## config.mk

```make
export PLATFORM = sky130hd
export DESIGN_NAME = rf_fastlock_and_frac_modulus
export DESIGN_NICKNAME = d
export VERILOG_FILES = /design/src/verilog/fastlock_pkg.sv /design/src/verilog/sync_2ff.sv /design/src/verilog/rf_fastlock_and_frac_modulus.sv
export SDC_FILE = /design/constraint.sdc
export NUM_CORES = 1
export LEC_CHECK = 0
export ABC_AREA = 1
export ABC_CLOCK_PERIOD_IN_PS = 1750
export BUFFER_PORTS_ARGS = -buffer_cell sky130_fd_sc_hd__buf_2
export CORE_MARGIN = 2
export CORE_UTILIZATION = 55
export DETAILED_ROUTE_END_ITERATION = 6
export PLACE_DENSITY = 0.78
export SETUP_SLACK_MARGIN = 0.1
export SYNTH_ARGS = -nofsm -noshare
export SYNTH_HDL_FRONTEND = slang
export SYNTH_SLANG_ARGS = --single-unit
```

## constraint.sdc

```tcl
create_clock -name clk_in -period 1.75 [get_ports clk_in]
set_input_delay 0.35 -clock clk_in [delete_from_list [all_inputs] [get_ports clk_in]]
set_output_delay 0.35 -clock clk_in [all_outputs]
set_load 0.02 [all_outputs]
```

## src/verilog/fastlock_pkg.sv

```systemverilog
// Shared constants and carrier types for the fastlock and fractional modulus block
package fastlock_pkg;
   localparam int WORD_W = 24;
   localparam int SEL_W = 4;
   localparam logic [3:0] SEL_MODULUS_EXT = 4'hb;
   localparam logic [3:0] SEL_FASTLOCK = 4'hd;
   // Modulus extension word fields
   localparam int FD_HI_LSB = 14;
   localparam int FN_HI_LSB = 4;
   localparam int HI_W = 10;
   localparam int LO_W = 12;
   localparam int FRAC_W = 22;
   // Fastlock word fields
   localparam int CSR_LSB = 22;
   localparam int CSR_W = 2;
   localparam int CPF_LSB = 18;
   localparam int CPF_W = 4;
   localparam int TOC_LSB = 4;
   localparam int TOC_W = 14;
   // Timeout codes
   localparam logic [13:0] TOC_HIZ = 14'h0000;
   localparam logic [13:0] TOC_MANUAL = 14'h0001;
   localparam logic [13:0] TOC_GPO_LOW = 14'h0002;
   localparam logic [13:0] TOC_GPO_HIGH = 14'h0003;
   localparam logic [13:0] TOC_TIMED_MIN = 14'h0004;
   // Values after reset, and the synchroniser depth
   localparam logic [9:0] RST_HI = 10'h000;
   localparam logic [3:0] RST_CPF = 4'h0;
   localparam logic [1:0] RST_CSR = 2'h0;
   localparam logic [13:0] RST_TOC = 14'h0000;
   localparam logic [4:0] PUMP_MULT_IDLE = 5'h01;
   localparam int SYNC_STAGES = 2;

   typedef struct packed {
      logic sclk;
      logic sdata;
      logic latch;
   } serial_pins_s;

   typedef struct packed {
      logic [1:0] cycle_slip_reduction;
      logic [3:0] cpf;
      logic [13:0] toc;
   } fastlock_cfg_s;

   typedef enum logic [2:0] {
      FL_IDLE = 3'b001,
      FL_TIMED = 3'b010,
      FL_MANUAL = 3'b100
   } fl_state_e;
endpackage

```

## src/verilog/sync_2ff.sv

```systemverilog
// Two flip-flop synchroniser for a group of asynchronous pin inputs
`timescale 1ns/1ps
module sync_2ff #(
   parameter int WIDTH = 3
) (
   input wire logic clk_in, // System clock
   input wire logic resetn_in, // Synchronous reset, active low
   input wire logic [WIDTH-1:0] async_in, // Asynchronous levels
   output logic [WIDTH-1:0] sync_out // Synchronised levels
);
   logic [WIDTH-1:0] meta_ff;

   always_ff @(posedge clk_in) begin
      if (!resetn_in) begin
         meta_ff <= '0;
         sync_out <= '0;
      end else begin
         meta_ff <= async_in;
         sync_out <= meta_ff;
      end
   end
endmodule // sync_2ff

```

## src/verilog/rf_fastlock_and_frac_modulus.sv

```systemverilog
// Serial-programmed fractional modulus extension and fastlock timeout control
//
// Contract
// - With wide mode off the numerator is the 12 lower bits and the upper ten bits are ignored.
// - With wide mode on the numerator is the upper ten bits joined above the lower twelve.
// - With wide mode off the denominator is the 12 lower bits and the upper ten are don't-care.
// - With wide mode on the denominator is the upper ten bits joined above the lower twelve.
// - Timeout codes 0 to 3 never start timed fastlock.
// - Codes 0, 2 and 3 make the fastlock pin high impedance, low and high.
// - Code 1 drives the pin low and holds fastlock active continuously.
// - Codes 4 to 16383 enable timed fastlock and use the pin as the fastlock output.
// - Timed fastlock lasts twice the timeout code in comparison events, then ends.
// - The pump multiplier is code plus one, applied only while in fastlock.
// - The cycle-slip code scales the detector rate by 1, 1/2, 1/4 or 1/16.
`timescale 1ns/1ps
module rf_fastlock_and_frac_modulus #(
   parameter int TOC_WIDTH = fastlock_pkg::TOC_W
) (
   input wire logic clk_in, // System clock, 10 MHz
   input wire logic resetn_in, // Synchronous reset, active low
   input wire fastlock_pkg::serial_pins_s serial_in, // Serial clock, data, latch pins
   input wire logic wide_mode_in, // 22-bit modulus select
   input wire logic [11:0] frac_num_lo_in, // Lower numerator bits
   input wire logic [11:0] frac_den_lo_in, // Lower denominator bits
   input wire logic comp_event_in, // One pulse per phase comparison
   input wire logic fastlock_start_in, // Pulse that starts a timed fastlock
   output logic [21:0] rf_frac_numerator_out, // Effective numerator
   output logic [21:0] rf_frac_denominator_out, // Effective denominator
   output logic fastlock_active_out, // Loop is in fastlock
   output logic [4:0] pump_mult_out, // Charge pump multiplier
   output logic [4:0] csr_divide_out, // Detector rate divisor 1, 2, 4 or 16
   output logic fastlock_pin_out, // Fastlock pin level
   output logic fastlock_pin_oe_out // Fastlock pin drive enable
);
   // One extra bit holds twice the largest timeout code
   localparam int CNT_W = TOC_WIDTH + 1;

   // Synchronised pins and serial shifter
   fastlock_pkg::serial_pins_s pins_sync;
   logic sclk_d_ff;
   logic latch_d_ff;
   logic [23:0] shift_ff;

   // Stored configuration
   logic [9:0] fn_hi_ff;
   logic [9:0] fd_hi_ff;
   fastlock_pkg::fastlock_cfg_s cfg_ff;

   // Fastlock sequencer
   fastlock_pkg::fl_state_e state_ff;
   fastlock_pkg::fl_state_e nxt_state;
   logic [CNT_W-1:0] cnt_ff;
   logic [CNT_W-1:0] nxt_cnt;

   sync_2ff #(
      .WIDTH(3)
   ) u_pin_sync (
      .clk_in(clk_in),
      .resetn_in(resetn_in),
      .async_in(serial_in),
      .sync_out(pins_sync)
   );

   // Serial capture: shift on clock rise, act on latch rise
   wire sclk_rise = pins_sync.sclk & ~sclk_d_ff;
   wire latch_rise = pins_sync.latch & ~latch_d_ff;
   wire [3:0] word_sel = shift_ff[fastlock_pkg::SEL_W-1:0];
   wire wr_modulus = latch_rise && (word_sel == fastlock_pkg::SEL_MODULUS_EXT);
   wire wr_fastlock = latch_rise && (word_sel == fastlock_pkg::SEL_FASTLOCK);

   // Edge detectors reset to the idle low pin level, so reset makes no false edge
   // Only the last 24 bits before the latch rise count; older bits fall off the top
   always_ff @(posedge clk_in) begin
      if (!resetn_in) begin
         sclk_d_ff <= 1'b0;
         latch_d_ff <= 1'b0;
         shift_ff <= '0;
      end else begin
         sclk_d_ff <= pins_sync.sclk;
         latch_d_ff <= pins_sync.latch;
         if (sclk_rise) begin
            shift_ff <= {shift_ff[22:0], pins_sync.sdata};
         end
      end
   end

   // A word with any other select code is dropped without a trace
   always_ff @(posedge clk_in) begin
      if (!resetn_in) begin
         fn_hi_ff <= fastlock_pkg::RST_HI;
         fd_hi_ff <= fastlock_pkg::RST_HI;
         cfg_ff <= {fastlock_pkg::RST_CSR, fastlock_pkg::RST_CPF, fastlock_pkg::RST_TOC};
      end else begin
         if (wr_modulus) begin
            fd_hi_ff <= shift_ff[fastlock_pkg::FD_HI_LSB +: fastlock_pkg::HI_W];
            fn_hi_ff <= shift_ff[fastlock_pkg::FN_HI_LSB +: fastlock_pkg::HI_W];
         end
         if (wr_fastlock) begin
            cfg_ff.cycle_slip_reduction <= shift_ff[fastlock_pkg::CSR_LSB +: fastlock_pkg::CSR_W];
            cfg_ff.cpf <= shift_ff[fastlock_pkg::CPF_LSB +: fastlock_pkg::CPF_W];
            cfg_ff.toc <= shift_ff[fastlock_pkg::TOC_LSB +: fastlock_pkg::TOC_W];
         end
      end
   end

   // Modulus assembly
   // Narrow mode shows zeros above bit 11, never stale stored bits
   wire [21:0] num_eff = wide_mode_in ? {fn_hi_ff, frac_num_lo_in}
                                      : {10'h000, frac_num_lo_in};
   wire [21:0] den_eff = wide_mode_in ? {fd_hi_ff, frac_den_lo_in}
                                      : {10'h000, frac_den_lo_in};

   // Fastlock sequencing
   wire toc_manual = (cfg_ff.toc == fastlock_pkg::TOC_MANUAL);
   wire toc_timed = (cfg_ff.toc >= fastlock_pkg::TOC_TIMED_MIN);
   wire [CNT_W-1:0] period = {cfg_ff.toc, 1'b0};

   always_comb begin
      nxt_state = state_ff;
      nxt_cnt = cnt_ff;
      case (state_ff)
         fastlock_pkg::FL_IDLE: begin
            if (toc_manual) begin
               nxt_state = fastlock_pkg::FL_MANUAL;
            end else if (toc_timed && fastlock_start_in) begin
               nxt_state = fastlock_pkg::FL_TIMED;
               nxt_cnt = period;
            end
         end
         fastlock_pkg::FL_TIMED: begin
            // A rewrite to a non-timed code aborts the period at once
            // A start pulse reloads the period and wins over an event in the same cycle
            if (!toc_timed) begin
               nxt_state = toc_manual ? fastlock_pkg::FL_MANUAL : fastlock_pkg::FL_IDLE;
            end else if (fastlock_start_in) begin
               nxt_cnt = period;
            end else if (comp_event_in) begin
               if (cnt_ff <= CNT_W'(1)) begin
                  nxt_state = fastlock_pkg::FL_IDLE;
                  nxt_cnt = '0;
               end else begin
                  nxt_cnt = cnt_ff - CNT_W'(1);
               end
            end
         end
         fastlock_pkg::FL_MANUAL: begin
            // Manual mode holds until the code moves off 1
            if (!toc_manual) begin
               nxt_state = fastlock_pkg::FL_IDLE;
            end
         end
         default: begin
            nxt_state = fastlock_pkg::FL_IDLE;
            nxt_cnt = '0;
         end
      endcase
   end

   // Active follows the next state so all registered outputs move together
   wire nxt_active = (nxt_state != fastlock_pkg::FL_IDLE);

   // Pin function is decoded from the timeout code alone
   wire toc_hiz = (cfg_ff.toc == fastlock_pkg::TOC_HIZ);
   wire toc_gpo_low = (cfg_ff.toc == fastlock_pkg::TOC_GPO_LOW);
   wire toc_gpo_high = (cfg_ff.toc == fastlock_pkg::TOC_GPO_HIGH);

   // Pin: timed mode pulls low only while active, otherwise released
   // Releasing the timed pin outside fastlock leaves its idle level to an external pull
   logic nxt_pin;
   logic nxt_pin_oe;
   always_comb begin
      nxt_pin = 1'b0;
      nxt_pin_oe = 1'b0;
      if (toc_hiz) begin
         nxt_pin_oe = 1'b0;
      end else if (toc_gpo_high) begin
         nxt_pin = 1'b1;
         nxt_pin_oe = 1'b1;
      end else if (toc_gpo_low) begin
         nxt_pin_oe = 1'b1;
      end else if (toc_manual) begin
         nxt_pin_oe = 1'b1;
      end else if (toc_timed) begin
         nxt_pin_oe = nxt_active;
      end
   end

   // The boost applies only inside fastlock; outside it the pump keeps its base current
   wire [4:0] nxt_pump = nxt_active ? ({1'b0, cfg_ff.cpf} + 5'h01)
                                    : fastlock_pkg::PUMP_MULT_IDLE;
   wire [4:0] nxt_csr = (cfg_ff.cycle_slip_reduction == 2'h0) ? 5'h01 :
                        (cfg_ff.cycle_slip_reduction == 2'h1) ? 5'h02 :
                        (cfg_ff.cycle_slip_reduction == 2'h2) ? 5'h04 : 5'h10;

   // Every output leaves a flop so the pins never see decode glitches
   always_ff @(posedge clk_in) begin
      if (!resetn_in) begin
         state_ff <= fastlock_pkg::FL_IDLE;
         cnt_ff <= '0;
         fastlock_active_out <= 1'b0;
         pump_mult_out <= fastlock_pkg::PUMP_MULT_IDLE;
         csr_divide_out <= 5'h01;
         fastlock_pin_out <= 1'b0;
         fastlock_pin_oe_out <= 1'b0;
         rf_frac_numerator_out <= '0;
         rf_frac_denominator_out <= '0;
      end else begin
         state_ff <= nxt_state;
         cnt_ff <= nxt_cnt;
         fastlock_active_out <= nxt_active;
         pump_mult_out <= nxt_pump;
         csr_divide_out <= nxt_csr;
         fastlock_pin_out <= nxt_pin;
         fastlock_pin_oe_out <= nxt_pin_oe;
         rf_frac_numerator_out <= num_eff;
         rf_frac_denominator_out <= den_eff;
      end
   end
endmodule // rf_fastlock_and_frac_modulus

```

==> tab_implementation.tex, run 1 <==
\begin{tabular}{lr}
\hline
Metric & Value \\
\hline
\multicolumn{2}{l}{\textbf{Clock network}} \\
\quad Total number of clock tree sinks & 146 \\
\quad Clock tree from TritonCTS & done \\
\quad Root buffer cell & clkbuf\_8 \\
\quad Clock H-tree levels & 4 \\
\quad Clock latency reported for the late side of the worst-skew pair & 0.52 ns \\
\quad Clock Path Buffers & 2 \\
\quad Cts bufs inserted & 17 \\
\quad Clock slew seen by the registers of the worst setup and hold paths & 0.06 ns \\
\multicolumn{2}{l}{\textbf{Power}} \\
\quad Leakage & 3.41 nW \\
\quad Peak supply drop & 0.000763 V \\
\quad Overall power & 7.36 mW \\
\quad Power Dens Cells & 1060 mW/mm\^{}2 \\
\multicolumn{2}{l}{\textbf{Critical path}} \\
\quad Cell family with most CP delay & simple AND/OR/NAND/NOR gates \\
\quad Largest driver fanout on the critical path & 14 \\
\quad CP max-delay cell & dfxtp\_1 \\
\quad Reg-to-reg setup timing slack & 0.13 ns \\
\quad Critical Path End Type & flop \\
\quad Worst path cell trace & nor2\_1, nand2\_1, nor2\_1, nand2\_2, nand2\_1, nand2\_1, nand2\_2, nor2\_4, buf\_12, nand2\_1, nor2\_1, nor2\_1 \\
\quad Required time of the worst setup path & 2.16 ns \\
\quad Critical Path AT & 2.03 ns \\
\quad Worst stage delay on the critical path & 0.42 ns \\
\quad Number of buffers and inverters on the critical path & 1 \\
\quad Critical Path Start Type & flop \\
\quad Crit Path Category & flop to flop \\
\multicolumn{2}{l}{\textbf{GRT}} \\
\quad Total global-route track usage & 0.245 \\
\quad Top Usage Layer GRT & met2 \\
\quad Largest net degree at the start of global routing & 66 \\
\quad M2 GR Usage & 0.434 \\
\quad Global-route met1 utilization & 0.279 \\
\quad Global routing met3 resource utilization & 0.0705 \\
\quad Total global routing overflow & 0 \\
\quad Number of antenna violations at the first check in global routing & 0 \\
\quad Wire length of the first global-routing pass & 20200 um \\
\quad Number of global-route vias before repair & 4480 \\
\multicolumn{2}{l}{\textbf{Drt}} \\
\quad Detailed-route via count & 4802 \\
\quad Number of vias per cell & 4.95 \\
\quad Count of TritonRoute iterations in the first routing pass & 5 \\
\quad \# DRC & 0 \\
\quad Wirelength per Cell & 13.2 um \\
\quad Final Routed Wirelength & 12800 um \\
\quad Antenna Violating Nets Remaining & 0 \\
\quad Initial DRC Count & 267 \\
\multicolumn{2}{l}{\textbf{STA}} \\
\quad Final Cycle Share & 0.927 \\
\quad Worst Slack Setup Final & 0.128 ns \\
\quad Worst slew pin tran & 0.685 ns \\
\quad RSZ-0062 raised after global routing & no \\
\quad Worst relative slew slack & 0.542 \\
\quad Final critical path time including I/O delays and setup & 1.62 ns \\
\quad Count of final max-slew check failures & 0 \\
\quad Hold Violations, Final & 0 \\
\quad Peak Freq & 0.616 GHz \\
\quad Clock Skew & 0.00760 ns \\
\quad Final total negative setup slack & 0 ns \\
\quad Final setup fails & 0 \\
\multicolumn{2}{l}{\textbf{Synth}} \\
\quad Mean instance size in the synthesized netlist & 7.59 um\^{}2 \\
\quad Synth top area cells & dfxtp\_1 54\%, nor2\_1 12\%, nand2\_1 6.9\% \\
\quad Dominant synthesized flop cell & dfxtp\_1 \\
\quad Number of enable flip-flop cells after synthesis & 0 \\
\quad Top cell type's share of synthesized area & 0.541 \\
\quad Number of standard cells after synthesis & 712 \\
\quad Seq cells post-synth & 146 \\
\quad Unique cell type count in the Yosys netlist & 28 \\
\quad Async set-or-reset flop fraction in the synthesized netlist & 0 \\
\quad Netlist Area Pre-Place & 0.00540 mm\^{}2 \\
\quad Warnings from Yosys & 0 \\
\quad Post-Syn Nets & 747 \\
\quad Share of synthesized area occupied by flip-flops and latches & 0.541 \\
\quad Top cell type by total area after synthesis & dfxtp\_1 \\
\multicolumn{2}{l}{\textbf{Finish}} \\
\quad Number of nets in the layout & 860 \\
\quad Proportion of layout cells with a drive suffix above 1 & 0.222 \\
\quad Area occupied by multi-input gates & 0.00211 mm\^{}2 \\
\quad Sequential cell area & 0.00294 mm\^{}2 \\
\quad Count of antenna diodes in the layout & 0 \\
\quad Post-route cell area & 0.00694 mm\^{}2 \\
\quad Fill cells & 738 \\
\quad Area growth from synthesis to final layout & 28.5\% \\
\multicolumn{2}{l}{\textbf{Placed design}} \\
\quad Detail Placement HPWL & 7930 um \\
\quad Buffers added on ports & 87 \\
\quad Setup slack after placement & 0.0355 ns \\
\quad Placer Congestion & 0.877 \\
\quad Dpl cell area & 0.00596 mm\^{}2 \\
\multicolumn{2}{l}{\textbf{Die}} \\
\quad Floorplan die height & 103 um \\
\quad Total die area & 0.0106 mm\^{}2 \\
\quad Core area & 0.00964 mm\^{}2 \\
\quad Num ports & 89 \\
\quad Standard-cell rows & 36 \\
\quad Initial standard-cell utilization of the core & 0.561 \\
\quad Horiz. Die Dim & 103 um \\
\multicolumn{2}{l}{\textbf{Job}} \\
\quad Max Cap Viol & 0 \\
\multicolumn{2}{l}{\textbf{Worst hold path}} \\
\quad Worst hold path class & primary input to flop \\
\multicolumn{2}{l}{\textbf{Outcome}} \\
\quad Result of the run & completed \\
\hline
\end{tabular}
-- tightest hold or removal path, stage by stage --
cell and delay (ns):
buf_2 0.08, nand2_1 0.04, inv_1 0.04
-- logic make-up (layout without fill, tap and decap cells) --
family                     Yosys count  after routing  share of synthesized area
and+or+nand+nor                    305            306                      0.226
DFF                                146            146                      0.541
AOI/OAI and AO/OA                  123            123                      0.118
buffers and inverters              122            247                     0.0889
xor gates and xnor gates            12             12                     0.0194
adders and majority gates            3              3                    0.00695
other                                1              1                   0.000694
-- per-layer routing --
| layer | part of all wire | wire, um |
|---|---|---|
| met2 | 0.54 | 6840 |
| met5 | 0 | 0 |
| met3 | 0.044 | 564 |
| met4 | 0.015 | 196 |
| met1 | 0.41 | 5180 |
-- path summary, 6_finish.rpt --
path	start	to	cells past startpoint
max	cfg_ff[9]$_SDFFE_PN0P_	cnt_ff[6]$_SDFFE_PN0P_	12
min	frac_den_lo_in[9]	rf_frac_denominator_out[9]$_SDFF_PN0_	3
max reg2reg	cfg_ff[9]$_SDFFE_PN0P_	cnt_ff[6]$_SDFFE_PN0P_	12
min reg2reg	u_pin_sync.meta_ff[0]$_SDFF_PN0_	u_pin_sync.sync_out[0]$_SDFF_PN0_	2
-- flip-flops by register name (all words and copies together) (netlist names), 3 cells and up --
register                 count
cfg_ff                      20
cnt_ff                      15
csr_divide_out               4
fd_hi_ff                    10
fn_hi_ff                    10
pump_mult_out                5
rf_frac_denominator_out     22
rf_frac_numerator_out       22
shift_ff                    24
state_ff                     3
u_pin_sync.meta_ff           3
u_pin_sync.sync_out          3
-- synthesized netlist by cell type (5+ instances only) --
master,n
nor2_1,171
nand4_1,5
dfxtp_1,146
nand2_1,100
inv_1,91
o21ai_1,7
xor2_1,8
nand3_1,15
o21ai_0,73
clkbuf_1,24
a21oi_1,38
nand2_2,6
-- report_power, final --
part	switching (mW)	internal (mW)
registers	0.0369	3.39
logic	0.197	0.129
clock network	1.36	2.25
-- final cells by class --
class	instances	area share
Clock inverter	12	0.0225
Tap cell	133	0.0240
Inverter	92	0.0497
Clock buffer	20	0.0641
Timing Repair Buffer	123	0.113
Multi-Input combinational cell	445	0.304
Sequential cell	146	0.423
-- placed cells by master, fill, tap and decap left out, drive strengths merged, types with 2 or more instances in the layout --
cell type / Yosys / routed
clkinv: 0 / 4
clkinvlp: 0 / 4
o22ai: 2 / 2
nor3: 2 / 2
a21oi: 38 / 38
clkbuf: 24 / 20
nand2: 106 / 107
dlygate4sd3: 0 / 17
xnor2: 4 / 4
inv: 92 / 93
dfxtp: 146 / 146
o21ai: 82 / 82
nand3: 15 / 15
ha: 3 / 3
buf: 6 / 106
nor2: 175 / 175
xor2: 8 / 8
nand4: 5 / 5
bufinv: 0 / 3
-- stage by stage --
| stage | util | std cells | hold WS (ns) |
|---|---|---|---|
| finish | 0.720 | 971 | 0.0202 |
| global route | 0.720 | 971 | 0.00554 |
| CTS | 0.702 | 962 | 0.000451 |
| detailed placement | 0.619 | 911 | 0.399 |
| global placement | 0.619 | 911 | 0.392 |
| floorplan | - | 712 | 0.390 |
-- repair_timing --
action | in CTS | in global routing
cloned | 0 | 1
buffers inserted | 2 | 8
pin swaps | 1 | 8
gates resized for setup | 2 | 44
hold endpoints to repair | 17 | 0
endpoints found under the setup margin | 15 | 23
hold buffers | 17 | 0
Note: power is estimated with default switching activity, not from simulation.
==> run 2, diff against run 1 <==
- ABC_AREA: 1 -> not set
- CAP_MARGIN: not set -> 25
==> tab_implementation.tex, run 2 <==
\begin{tabular}{lr}
\hline
Metric & Value \\
\hline
\multicolumn{2}{l}{\textbf{Outcome}} \\
\quad Result of the run & finished, violations left \\
\quad Violated checks & negative setup slack \\
\multicolumn{2}{l}{\textbf{Synth}} \\
\quad Dominant synthesized flop cell & dfxtp\_1 \\
\quad Warnings from Yosys & 0 \\
\quad Number of enable flip-flop cells after synthesis & 0 \\
\quad Share of synthesized area occupied by flip-flops and latches & 0.558 \\
\quad Mean instance size in the synthesized netlist & 8.88 um\^{}2 \\
\quad Top cell type by total area after synthesis & dfxtp\_1 \\
\quad Leading cell types by count after synthesis & 149 x nand2\_1, 146 x dfxtp\_1, 77 x a21oi\_1, 33 x and2\_1, 32 x clkbuf\_1 \\
\quad Post-Syn Nets & 625 \\
\quad Synth top area cells & dfxtp\_1 56\%, nand2\_1 11\%, a21oi\_1 7.4\% \\
\quad Async set-or-reset flop fraction in the synthesized netlist & 0 \\
\quad Number of standard cells after synthesis & 590 \\
\quad Netlist Area Pre-Place & 0.00524 mm\^{}2 \\
\quad Unique cell type count in the Yosys netlist & 60 \\
\quad Most common cell in the netlist & nand2\_1 \\
\quad Seq cells post-synth & 146 \\
\quad Top cell type's share of synthesized area & 0.558 \\
\multicolumn{2}{l}{\textbf{Critical path}} \\
\quad Largest driver fanout on the critical path & 6 \\
\quad Critical Path End Type & flop \\
\quad CP max-delay cell & or4\_4 \\
\quad Reg-to-reg setup timing slack & -0.26 ns \\
\quad Crit Path Category & flop to flop \\
\quad Worst path cell trace & or4\_4, or3\_4, a221o\_1, o211ai\_4, nor2\_2 \\
\quad Number of buffers and inverters on the critical path & 0 \\
\quad R2R Path Start & cfg\_ff[8]\$\_SDFFE\_PN0P\_ \\
\quad Required time of the worst setup path & 2.16 ns \\
\quad Critical Path Start Type & flop \\
\quad Worst stage delay on the critical path & 0.59 ns \\
\quad FF-to-FF End & pump\_mult\_out[3]\$\_SDFF\_PN0\_ \\
\quad Critical Path AT & 2.41 ns \\
\quad Cell family with most CP delay & simple AND/OR/NAND/NOR gates \\
\quad Cell count of the worst reg-to-reg path & 5 \\
\multicolumn{2}{l}{\textbf{STA}} \\
\quad Final critical path time including I/O delays and setup & 2.01 ns \\
\quad Final setup fails & 23 \\
\quad Hold Violations, Final & 0 \\
\quad Worst slew pin tran & 0.607 ns \\
\quad Final Cycle Share & 1.15 \\
\quad Clock Skew & 0.00824 ns \\
\quad Peak Freq & 0.499 GHz \\
\quad Final total negative setup slack & -4.34 ns \\
\quad Worst relative slew slack & 0.593 \\
\quad RSZ-0062 raised after global routing & yes \\
\quad Count of final max-slew check failures & 0 \\
\quad Hold slack & 0.0286 ns \\
\quad Worst Slack Setup Final & -0.255 ns \\
\multicolumn{2}{l}{\textbf{Power}} \\
\quad Proportion of power drawn by the clock network & 0.489 \\
\quad Logic gate share of total power & 0.031 \\
\quad Internal power & 5.36 mW \\
\quad Sw Pwr & 1.64 mW \\
\quad Power Dens Cells & 990 mW/mm\^{}2 \\
\quad Sequential Power Share & 0.481 \\
\quad Peak supply drop & 0.000633 V \\
\quad Leakage & 2.97 nW \\
\quad Overall power & 7.01 mW \\
\quad Switch share & 0.235 \\
\multicolumn{2}{l}{\textbf{GRT}} \\
\quad Number of global-route vias before repair & 4394 \\
\quad Number of antenna violations at the first check in global routing & 0 \\
\quad Wire length of the first global-routing pass & 20000 um \\
\quad Total global-route track usage & 0.243 \\
\quad Largest net degree at the start of global routing & 56 \\
\quad Total global routing overflow & 0 \\
\multicolumn{2}{l}{\textbf{Drt}} \\
\quad Final Routed Wirelength & 13800 um \\
\quad Initial DRC Count & 328 \\
\quad Count of TritonRoute iterations in the first routing pass & 7 \\
\quad Number of vias per cell & 5.48 \\
\quad \# DRC & 0 \\
\quad Detailed-route via count & 4760 \\
\quad Wirelength per Cell & 15.8 um \\
\quad Antenna Violating Nets Remaining & 0 \\
\multicolumn{2}{l}{\textbf{Finish}} \\
\quad Number of nets in the layout & 761 \\
\quad Post-route cell area & 0.00708 mm\^{}2 \\
\quad Proportion of layout cells with a drive suffix above 1 & 0.329 \\
\quad End-of-flow core utilization & 0.766 \\
\quad Most common cell after layout, fill and taps aside & nand2\_1 \\
\quad Max reg flops & 24 \\
\quad Commonest cells after routing, fill and taps aside & 147 x nand2\_1, 142 x dfxtp\_1, 87 x buf\_2 \\
\quad Largest registers & shift\_ff: 24 flops, rf\_frac\_denominator\_out: 22 flops, rf\_frac\_numerator\_out: 22 flops \\
\quad Final cell count without fillers & 868 \\
\quad Most flops, register & shift\_ff \\
\quad Area growth from synthesis to final layout & 35.1\% \\
\quad Count of antenna diodes in the layout & 0 \\
\multicolumn{2}{l}{\textbf{Clock network}} \\
\quad Quantity of hold-fixing buffers added after cts & 0 \\
\quad Clock latency reported for the late side of the worst-skew pair & 0.52 ns \\
\quad Cts bufs inserted & 17 \\
\quad Clock H-tree levels & 4 \\
\quad Clock Path Buffers & 2 \\
\quad Clock tree from TritonCTS & done \\
\quad Clock slew seen by the registers of the worst setup and hold paths & 0.07 ns \\
\quad Root buffer cell & clkbuf\_8 \\
\quad Total number of clock tree sinks & 146 \\
\multicolumn{2}{l}{\textbf{Die}} \\
\quad Initial standard-cell utilization of the core & 0.567 \\
\quad Standard-cell rows & 35 \\
\quad Horiz. Die Dim & 102 um \\
\quad Floorplan die height & 102 um \\
\quad Core area & 0.00924 mm\^{}2 \\
\quad Num ports & 89 \\
\quad Total die area & 0.0103 mm\^{}2 \\
\multicolumn{2}{l}{\textbf{Worst hold path}} \\
\quad Worst hold path class & primary input to flop \\
\quad Hold path startpoint & frac\_num\_lo\_in[2] \\
\quad Sink of the worst hold path & rf\_frac\_numerator\_out[2]\$\_SDFF\_PN0\_ \\
\quad Hold Path Cell Cnt & 2 \\
\multicolumn{2}{l}{\textbf{Placed design}} \\
\quad Placed insts & 824 \\
\quad Dpl cell area & 0.00619 mm\^{}2 \\
\quad Placer Congestion & 0.873 \\
\quad Detail Placement HPWL & 8020 um \\
\quad Setup slack after placement & -0.213 ns \\
\quad Buffers added on ports & 87 \\
\multicolumn{2}{l}{\textbf{Job}} \\
\quad Max Cap Viol & 0 \\
\hline
\end{tabular}
[run 2: changes by cell type in the layout (fill, tap and decap cells not counted), moves of 21 or more]
cell     before  now
o21ai_0      71    1
and3_1        0   21
buf_4        16   58
inv_1        86    5
nand2_1      92  147
a21oi_1      37   70
and2_1        1   33
nor2_1      160   16
[run 2: cells by family after synthesis]
| group | after synthesis | synth area share |
|---|---|---|
| buffers and inverters | 43 | 0.0320 |
| xor gates and xnor gates | 6 | 0.0100 |
| other | 1 | 0.000716 |
| DFF | 146 | 0.558 |
| and+or+nand+nor | 267 | 0.249 |
| adders and majority gates | 3 | 0.00716 |
| AOI/OAI and AO/OA | 124 | 0.144 |
[run 2: final cells by class]
type	instances	area, um^2
Multi-Input combinational cell	402	2410
Fill cell	615	2160
Clock buffer	17	414
Clock inverter	15	149
Inverter	7	26.3
Timing Repair Buffer	152	986
Sequential cell	146	2930
Tap cell	129	161
[run 2: worst max path at each step]
stage,from,to,slack [ns],depth (start not counted)
finish,cfg_ff[8]$_SDFFE_PN0P_,pump_mult_out[3]$_SDFF_PN0_,-0.26,5
detailed placement,cfg_ff[4]$_SDFFE_PN0P_,pump_mult_out[3]$_SDFF_PN0_,-0.21,5
CTS,cfg_ff[8]$_SDFFE_PN0P_,pump_mult_out[3]$_SDFF_PN0_,-0.20,5
global route,cfg_ff[8]$_SDFFE_PN0P_,pump_mult_out[2]$_SDFF_PN0_,-0.29,5
global placement,cfg_ff[4]$_SDFFE_PN0P_,pump_mult_out[1]$_SDFF_PN0_,-0.16,5
floorplan,cfg_ff[11]$_SDFFE_PN0P_,pump_mult_out[1]$_SDFF_PN0_,-0.14,5
[run 2: what timing repair did]
item,in CTS,in global routing
cloned,0,2
buffers inserted,0,10
endpoints found under the setup margin,23,57
gates resized for setup,3,42
pin swaps,1,21
[run 2: routing by layer]
layer,wire length [um],global-route usage,up-vias
met1,5520,0.298,2253
met3,814,0.0607,40
li1,-,-,2276
met2,6980,0.414,191
met5,0,0,-
met4,438,0.0884,0
[run 2: power by group through the flow]
stage          clock network, mW  registers (mW)  logic [mW]
6_report                    3.42            3.37       0.216
5_1_grt                     3.60            3.37       0.234
3_3_place_gp                   0            3.44       0.206
4_1_cts                     3.43            3.37       0.210
3_5_place_dp                   0            3.44       0.209
2_1_floorplan                  0            3.48      0.0853
[run 2: worst reg2reg max path: stages, from the launching register on]
cell and delay (ns):
dfxtp_1 0.31, or4_4 0.59, or3_4 0.42, a221o_1 0.36
o211ai_4 0.16, nor2_2 0.05
